## src/pkg/t3pwm_pkg.sv

```systemverilog
// Package with register map, field layouts and clock codes of the timer.
package t3pwm_pkg;

	// Register indices; the APB byte address is four times the index.
	localparam logic [7:0] IDX_BOUND = 8'h23;
	localparam logic [7:0] IDX_CTRL = 8'h2e;
	localparam logic [7:0] IDX_COUNT = 8'h2f;
	localparam logic [7:0] IDX_DIV = 8'h39;
	localparam logic [7:0] IDX_STATUS = 8'h3a;

	// Field positions of timer_control_setup.
	localparam int CTRL_CLK_LSB = 4;
	localparam int CTRL_OUT_LSB = 2;
	localparam int CTRL_MODE_BIT = 1;
	localparam int CTRL_INV_BIT = 0;

	// Field positions of timer_divider_setup.
	localparam int DIV_RES_BIT = 7;
	localparam int DIV_PRE_LSB = 5;
	localparam int DIV_SCL_LSB = 0;

	// Reset values.
	localparam logic [7:0] RST_BOUND = 8'h00;
	localparam logic [7:0] RST_COUNT = 8'h00;
	localparam logic [7:0] RST_CTRL = 8'h00;
	localparam logic [7:0] RST_DIV = 8'h00;

	// Counter wrap masks for the two PWM resolutions.
	localparam logic [7:0] MASK_8BIT = 8'hff;
	localparam logic [7:0] MASK_6BIT = 8'h3f;

	// Prescaler terminal counts for divide by 1, 4, 16 and 64.
	localparam logic [5:0] PRE_LIM_1 = 6'h00;
	localparam logic [5:0] PRE_LIM_4 = 6'h03;
	localparam logic [5:0] PRE_LIM_16 = 6'h0f;
	localparam logic [5:0] PRE_LIM_64 = 6'h3f;

	// Clock source codes.
	typedef enum logic [3:0] {
		T3PWM_CLK_OFF = 4'b0000,
		T3PWM_CLK_SYS = 4'b0001,
		T3PWM_CLK_FAST = 4'b0010,
		T3PWM_CLK_SLOW = 4'b0100,
		T3PWM_CLK_P0R = 4'b1000,
		T3PWM_CLK_P0F = 4'b1001,
		T3PWM_CLK_P1R = 4'b1010,
		T3PWM_CLK_P1F = 4'b1011,
		T3PWM_CLK_P2R = 4'b1100,
		T3PWM_CLK_P2F = 4'b1101
	} t3pwm_clk_t;

	typedef struct packed {
		logic [3:0] clk_sel;
		logic [1:0] out_sel;
		logic pwm_mode;
		logic invert;
	} t3pwm_ctrl_t;

	typedef struct packed {
		logic res6;
		logic [1:0] presc;
		logic [4:0] scalar;
	} t3pwm_div_t;

	typedef struct packed {
		logic fast_osc;
		logic slow_osc;
		logic [2:0] ext_pin;
	} t3pwm_src_t;

endpackage

```

## src/verilog/t3pwm_top.sv

```systemverilog
// Top of the eight-bit period and PWM timer with its APB register file.
`timescale 1ns/100ps
module t3pwm_top (
	input wire logic clock_i,
	input wire logic rst_i,
	input wire logic [11:0] paddr_i,
	input wire logic psel_i,
	input wire logic penable_i,
	input wire logic pwrite_i,
	input wire logic [31:0] pwdata_i,
	input wire logic [3:0] pstrb_i,
	output logic [31:0] prdata_o,
	output logic pready_o,
	output logic pslverr_o,
	input wire t3pwm_pkg::t3pwm_src_t src_i,
	output logic [2:0] timer_pin_o,
	output logic [2:0] timer_pin_sel_o
);
	import t3pwm_pkg::*;

	function automatic logic hit(input logic [11:0] addr,
			input logic [7:0] idx);
		hit = (addr[1:0] == 2'b00) && (addr[11:2] == {2'b00, idx});
	endfunction

	// Register file.
	logic [7:0] bound_ff;
	t3pwm_ctrl_t ctrl_ff;
	t3pwm_div_t div_ff;
	logic [7:0] count_ff;
	logic period_lvl_ff;
	logic pwm_lvl_ff;
	logic [2:0] pin_ff;
	logic [2:0] pin_sel_ff;
	logic [31:0] rdata_ff;

	// Bus decode.
	wire hit_bound = hit(paddr_i, IDX_BOUND);
	wire hit_ctrl = hit(paddr_i, IDX_CTRL);
	wire hit_count = hit(paddr_i, IDX_COUNT);
	wire hit_div = hit(paddr_i, IDX_DIV);
	wire hit_status = hit(paddr_i, IDX_STATUS);
	wire mapped = hit_bound | hit_ctrl | hit_count | hit_div | hit_status;
	wire access = psel_i && penable_i;
	wire setup = psel_i && !penable_i;
	// Writes land only on byte lane 0; the upper lanes hold nothing.
	wire wr_en = access && pwrite_i && pstrb_i[0];
	wire wr_bound = wr_en && hit_bound;
	wire wr_ctrl = wr_en && hit_ctrl;
	wire wr_count = wr_en && hit_count;
	wire wr_div = wr_en && hit_div;
	// The status register is read only, so a write to it is an error too.
	wire bad = !mapped || (pwrite_i && hit_status);

	assign pready_o = 1'b1;
	assign pslverr_o = access && bad;
	assign prdata_o = rdata_ff;

	// Timer tick chain.
	logic src_tick;
	logic tick;

	t3pwm_clk_src u_clk_src (
		.clock_i(clock_i),
		.rst_i(rst_i),
		.src_i(src_i),
		.clk_sel_i(ctrl_ff.clk_sel),
		.tick_o(src_tick)
	);

	t3pwm_divider u_divider (
		.clock_i(clock_i),
		.rst_i(rst_i),
		.tick_i(src_tick),
		.presc_i(div_ff.presc),
		.scalar_i(div_ff.scalar),
		.tick_o(tick)
	);

	// Counter and waveform.
	wire running = (ctrl_ff.clk_sel != 4'b0000);
	wire [7:0] mask = div_ff.res6 ? MASK_6BIT : MASK_8BIT;
	wire [7:0] cnt_m = count_ff & mask;
	wire [7:0] bnd_m = bound_ff & mask;
	wire pwm_wrap = (cnt_m == mask);
	wire per_match = (count_ff == bound_ff);
	wire [7:0] cnt_inc = count_ff + 8'h01;
	wire [7:0] nxt_count_pwm = pwm_wrap ? 8'h00 : (cnt_inc & mask);
	wire [7:0] nxt_count_per = per_match ? 8'h00 : cnt_inc;
	wire [7:0] nxt_count = ctrl_ff.pwm_mode ? nxt_count_pwm : nxt_count_per;
	wire nxt_pwm_lvl = (cnt_m < bnd_m);
	wire raw_lvl = ctrl_ff.pwm_mode ? pwm_lvl_ff : period_lvl_ff;
	wire out_lvl = raw_lvl ^ ctrl_ff.invert;

	// Pin routing: code 00 selects no pin, so every pin is driven low.
	logic [2:0] nxt_pin_sel;
	always_comb begin
		case (ctrl_ff.out_sel)
			2'b01: nxt_pin_sel = 3'b001;
			2'b10: nxt_pin_sel = 3'b010;
			2'b11: nxt_pin_sel = 3'b100;
			default: nxt_pin_sel = 3'b000;
		endcase
	end
	wire [2:0] nxt_pin = nxt_pin_sel & {3{out_lvl}};

	// Status is built from state only; the count itself is never readable.
	wire [7:0] status = {6'h00, running, out_lvl};
	logic [7:0] nxt_rdata;
	always_comb begin
		if (hit_ctrl) begin
			nxt_rdata = ctrl_ff;
		end else if (hit_status) begin
			nxt_rdata = status;
		end else begin
			nxt_rdata = 8'h00;
		end
	end

	// Register writes.
	always_ff @(posedge clock_i or posedge rst_i) begin
		if (rst_i) begin
			bound_ff <= RST_BOUND;
			ctrl_ff <= RST_CTRL;
			div_ff <= RST_DIV;
		end else begin
			if (wr_bound) begin
				bound_ff <= pwdata_i[7:0];
			end
			if (wr_ctrl) begin
				ctrl_ff <= pwdata_i[7:0];
			end
			if (wr_div) begin
				div_ff <= pwdata_i[7:0];
			end
		end
	end

	// A count write wins over a tick in the same cycle so software sees it.
	always_ff @(posedge clock_i or posedge rst_i) begin
		if (rst_i) begin
			count_ff <= RST_COUNT;
		end else if (wr_count) begin
			count_ff <= pwdata_i[7:0];
		end else if (tick) begin
			count_ff <= nxt_count;
		end
	end

	always_ff @(posedge clock_i or posedge rst_i) begin
		if (rst_i) begin
			period_lvl_ff <= 1'b0;
			pwm_lvl_ff <= 1'b0;
		end else begin
			if (tick && !ctrl_ff.pwm_mode && per_match) begin
				period_lvl_ff <= !period_lvl_ff;
			end
			pwm_lvl_ff <= nxt_pwm_lvl;
		end
	end

	always_ff @(posedge clock_i or posedge rst_i) begin
		if (rst_i) begin
			pin_ff <= 3'b000;
			pin_sel_ff <= 3'b000;
		end else begin
			pin_ff <= nxt_pin;
			pin_sel_ff <= nxt_pin_sel;
		end
	end

	// Read data is captured in the setup phase and stands in the access phase.
	always_ff @(posedge clock_i or posedge rst_i) begin
		if (rst_i) begin
			rdata_ff <= 32'h0000_0000;
		end else if (setup) begin
			rdata_ff <= {24'h00_0000, nxt_rdata};
		end
	end

	assign timer_pin_o = pin_ff;
	assign timer_pin_sel_o = pin_sel_ff;

endmodule // t3pwm_top

```

## src/verilog/t3pwm_clk_src.sv

```systemverilog
// Clock source selection: synchronises the source pins and makes ticks.
`timescale 1ns/100ps
module t3pwm_clk_src (
	input wire logic clock_i,
	input wire logic rst_i,
	input wire t3pwm_pkg::t3pwm_src_t src_i,
	input wire logic [3:0] clk_sel_i,
	output logic tick_o
);
	import t3pwm_pkg::*;

	logic [4:0] sync1_ff;
	logic [4:0] sync2_ff;
	logic [4:0] prev_ff;
	logic tick_ff;
	logic nxt_tick;
	wire [4:0] rise = sync2_ff & ~prev_ff;
	wire [4:0] fall = ~sync2_ff & prev_ff;

	// Only the second stage and its delayed copy feed the edge detectors.
	always_ff @(posedge clock_i or posedge rst_i) begin
		if (rst_i) begin
			sync1_ff <= 5'h00;
			sync2_ff <= 5'h00;
			prev_ff <= 5'h00;
		end else begin
			sync1_ff <= src_i;
			sync2_ff <= sync1_ff;
			prev_ff <= sync2_ff;
		end
	end

	// Reserved codes give no ticks, as the off code does, but the status still reports them as running.
	always_comb begin
		case (t3pwm_clk_t'(clk_sel_i))
			T3PWM_CLK_SYS: nxt_tick = 1'b1;
			T3PWM_CLK_FAST: nxt_tick = rise[4];
			T3PWM_CLK_SLOW: nxt_tick = rise[3];
			T3PWM_CLK_P0R: nxt_tick = rise[0];
			T3PWM_CLK_P0F: nxt_tick = fall[0];
			T3PWM_CLK_P1R: nxt_tick = rise[1];
			T3PWM_CLK_P1F: nxt_tick = fall[1];
			T3PWM_CLK_P2R: nxt_tick = rise[2];
			T3PWM_CLK_P2F: nxt_tick = fall[2];
			default: nxt_tick = 1'b0;
		endcase
	end

	always_ff @(posedge clock_i or posedge rst_i) begin
		if (rst_i) begin
			tick_ff <= 1'b0;
		end else begin
			tick_ff <= nxt_tick;
		end
	end

	assign tick_o = tick_ff;

endmodule // t3pwm_clk_src

```

## src/verilog/t3pwm_divider.sv

```systemverilog
// Two-stage clock divider: selectable prescaler followed by a five-bit scalar.
`timescale 1ns/100ps
module t3pwm_divider (
	input wire logic clock_i,
	input wire logic rst_i,
	input wire logic tick_i,
	input wire logic [1:0] presc_i,
	input wire logic [4:0] scalar_i,
	output logic tick_o
);
	import t3pwm_pkg::*;

	logic [5:0] pre_cnt_ff;
	logic [4:0] scl_cnt_ff;
	logic tick_ff;
	logic [5:0] pre_lim;

	always_comb begin
		case (presc_i)
			2'b00: pre_lim = PRE_LIM_1;
			2'b01: pre_lim = PRE_LIM_4;
			2'b10: pre_lim = PRE_LIM_16;
			2'b11: pre_lim = PRE_LIM_64;
			default: pre_lim = PRE_LIM_1;
		endcase
	end

	// A shrinking setup may leave a count above the new limit; >= catches it.
	wire pre_end = tick_i && (pre_cnt_ff >= pre_lim);
	wire scl_end = pre_end && (scl_cnt_ff >= scalar_i);
	wire [5:0] nxt_pre_cnt = pre_end ? 6'h00 : pre_cnt_ff + 6'h01;
	wire [4:0] nxt_scl_cnt = scl_end ? 5'h00 : scl_cnt_ff + 5'h01;

	always_ff @(posedge clock_i or posedge rst_i) begin
		if (rst_i) begin
			pre_cnt_ff <= 6'h00;
			scl_cnt_ff <= 5'h00;
			tick_ff <= 1'b0;
		end else begin
			if (tick_i) begin
				pre_cnt_ff <= nxt_pre_cnt;
			end
			if (pre_end) begin
				scl_cnt_ff <= nxt_scl_cnt;
			end
			tick_ff <= scl_end;
		end
	end

	assign tick_o = tick_ff;

endmodule // t3pwm_divider

```

## config.mk

```make
export PLATFORM = sky130hd
export DESIGN_NAME = t3pwm_top
export DESIGN_NICKNAME = d
export VERILOG_FILES = /design/src/pkg/t3pwm_pkg.sv /design/src/verilog/t3pwm_top.sv /design/src/verilog/t3pwm_clk_src.sv /design/src/verilog/t3pwm_divider.sv
export SDC_FILE = /design/constraint.sdc
export NUM_CORES = 1
export LEC_CHECK = 0
export BUFFER_PORTS_ARGS = -buffer_cell sky130_fd_sc_hd__clkbuf_2
export CAP_MARGIN = 20
export CORE_MARGIN = 3
export CORE_UTILIZATION = 47
export DETAILED_ROUTE_END_ITERATION = 8
export PLACE_DENSITY = 0.68
export SKIP_LAST_GASP = 1
export SLEW_MARGIN = 10
export SYNTH_ARGS = -nofsm -noshare
export SYNTH_HDL_FRONTEND = slang
export SYNTH_SLANG_ARGS = --single-unit
```

## constraint.sdc

```tcl
create_clock -name clock_i -period 5.55 [get_ports clock_i]
set_input_delay 1.11 -clock clock_i [delete_from_list [all_inputs] [get_ports clock_i]]
set_output_delay 1.11 -clock clock_i [all_outputs]
set_load 0.02 [all_outputs]
```

==> reports/results.ini <==
[critical_path]
crit_buf_inv=2
r2r-end=count_ff[3]
r2r_slack_ns=3.31
crit_chain=clkbuf_2 -> nor4b_1 -> a21oi_1 -> a21oi_1 -> clkbuf_2
crit_path_end_kind=output pin
cp_slowest_stage_delay_ns=0.57
cp_slowest_cell=nor4b_1
cp.required_ns=4.44
path_class=in -> out
cp_max_fo=7
rr_worst_depth=6
r2r-start=count_ff[2]
crit_path_start_kind=primary input
arrival_ns=2.29
cp_top_family=simple AND/OR/NAND/NOR gates

[clock_tree]
cts_resized=0
cts.clk_slew.worst_paths_ns=0.08
root_buffer=clkbuf_8
htreeDepth=3
postCtsSetupRepairBufs=0
cts_buffer_depth=2
tritoncts=done
cts_hold_buf=0
clk_latency_ns=0.35
numCtsBuffers=9
clock_sinks=76

[logic_synthesis]
ys_seq_area_frac=0.481
syn_inst=377
synthesis.area_sq_um=3950
synth_cell_types=49
synth-seq-cells=76
synthFlopType=dfrtp_1
syn_area_per_cell_sq_um=10.5
synth_edf_count=0
async_flop_share=1.00
yosysWarnings=0

[finish]
mostFrequentLayoutCells=dfrtp_1, clkbuf_2, nand2_1, conb_1, nor2_1
nets=504
num_antenna_cells=0
area.growth.synth_to_final_pct=10.7
drive_gt1_frac=0.221
finish.utilization=0.552
stdcell_count=531
fill_cells=714
final_common_cell=dfrtp_1

[timing]
rsz0062_at_grt=no
worst_pin_slew_ns=0.794
setup_viol=0
fin_tns_setup_ns=0
fmax_ghz=0.294
fin_crit_sh=0.613
relSlewSlack=0.471
final_max_slew_viol_count=0
period_minus_slack_ns=3.40
setup_slack_ns=2.15
finClkSkew_ns=0.00848
finalHoldViolCount=0

[placement]
placed_cells=515
io_buffers=45
dp_hpwl_um=5600
dp_slack_ns=2.15
place.gp.congestion=0.845

[detailed_routing]
avgViaCountPerCell=5.37
drc=0
antenna_left=0
wl_per_cell_um=14.4
totalWireLength_um=7630
drtIter0Drc=112
drt-pass1-iter-count=4
vias=2851

[hold_path]
hold_path_class=reg -> reg
hold_depth=0
hold_end=u_clk_src.sync2_ff[0]
hp-start=u_clk_src.sync1_ff[0]

[global_route]
antenna_found_initial=0
grt_pass1_wl_um=13300
grt_pass1_vias=2806
overflow=0
grt_usage=0.171
grt_max_degree=65

[die]
start_util=0.499
die_area_sq_um=9550
rows=32
die_w_um=97.7
die_h_um=97.7
core-area_sq_um=7930
io_pins=98

[pwr]
leakage_nw=2.09
p_int_mw=0.836
p_seq_frac=0.516
power_density_nw_per_um2=251
comb_power_share=0.067
switchingPower_mw=0.263
peakVddDrop_mv=0.163
p_clk_frac=0.417
swShare=0.239
p_total_mw=1.10

[status]
status=completed

[job]
drv_cap=0

cell families (layout without fill, tap and decap cells):
kind of cell | after synthesis | in the layout | synth area share
AOI/OAI and AO/OA | 70 | 70 | 0.111
xor gates and xnor gates | 7 | 7 | 0.0155
adders and majority gates | 22 | 22 | 0.0696
buffers and inverters | 53 | 82 | 0.0798
DFF | 76 | 76 | 0.481
muxes | 26 | 26 | 0.0734
other | 2 | 25 | 0.00190
and+or+nand+nor | 121 | 121 | 0.167
metal layers:
metal / track usage / vias to the layer above / part of all wire
met4: 0.0777 / 0 / 0.021
met2: 0.267 / 79 / 0.47
met5: 0 / - / 0
met3: 0.0481 / 12 / 0.051
li1: - / 1376 / -
met1: 0.223 / 1384 / 0.45
through the flow:
step | cell area (sq um) | hold WS, ns
2_1_floorplan | 4040 | 0.331
3_3_place_gp | 4160 | 0.334
3_5_place_dp | 4160 | 0.337
4_1_cts | 4380 | 0.355
5_1_grt | 4380 | 0.356
6_report | 4380 | 0.352
worst max-delay path by stage:
stage	start	to	slack, ns	cells after the start
2_1_floorplan	paddr_i[5]	pslverr_o	2.43	5
3_3_place_gp	paddr_i[2]	pslverr_o	2.13	5
3_5_place_dp	paddr_i[2]	pslverr_o	2.15	7
4_1_cts	paddr_i[2]	pslverr_o	2.15	5
5_1_grt	paddr_i[5]	pslverr_o	1.95	6
6_report	paddr_i[2]	pslverr_o	2.15	5
state kept, by name, summed over array words and instances, names as in the netlist:
signal	cells
bound_ff	8
count_ff	8
ctrl_ff	8
div_ff	8
period_lvl_ff	1
prdata_o	8
pwm_lvl_ff	1
timer_pin_o	3
timer_pin_sel_o	3
u_clk_src.prev_ff	5
u_clk_src.sync1_ff	5
u_clk_src.sync2_ff	5
u_clk_src.tick_o	1
u_divider.pre_cnt_ff	6
u_divider.scl_cnt_ff	5
u_divider.tick_o	1
cells in the mapped netlist, types with 4 or more instances:
library cell | count | area share
nor3_1 | 9 | 0.011
xor2_1 | 5 | 0.011
a22o_1 | 6 | 0.013
mux2_2 | 23 | 0.066
nand3_1 | 10 | 0.013
inv_1 | 20 | 0.019
nand2b_1 | 4 | 0.0063
buf_4 | 26 | 0.049
o21ai_0 | 18 | 0.023
nor2b_1 | 13 | 0.021
a21oi_1 | 18 | 0.023
nand2_1 | 29 | 0.028
ha_1 | 22 | 0.070
a31oi_1 | 8 | 0.013
nor2_1 | 24 | 0.023
o211ai_1 | 5 | 0.0095
dfrtp_1 | 76 | 0.48
nor4_1 | 4 | 0.0063
clkbuf_1 | 5 | 0.0047
cell type report:
| class | instances | area [sq um] | share of cell area |
|---|---|---|---|
| clock buffers | 10 | 128 | 0.0292 |
| well taps | 102 | 128 | 0.0292 |
| clock inverters | 6 | 88.8 | 0.0203 |
| flip-flops and latches | 76 | 1900 | 0.435 |
| inverters | 20 | 75.1 | 0.0172 |
| multi-input cells | 271 | 1820 | 0.416 |
| repair buffers | 46 | 233 | 0.0532 |
power by group through the flow:
stage          logic [mW]  clock network (mW)  registers (mW)
5_1_grt            0.0825               0.492           0.569
3_5_place_dp       0.0736                   0           0.578
6_report           0.0732               0.459           0.567
3_3_place_gp       0.0719                   0           0.578
4_1_cts            0.0737               0.469           0.567
2_1_floorplan      0.0619                   0           0.576
Note: power is estimated with default switching activity, not from simulation.
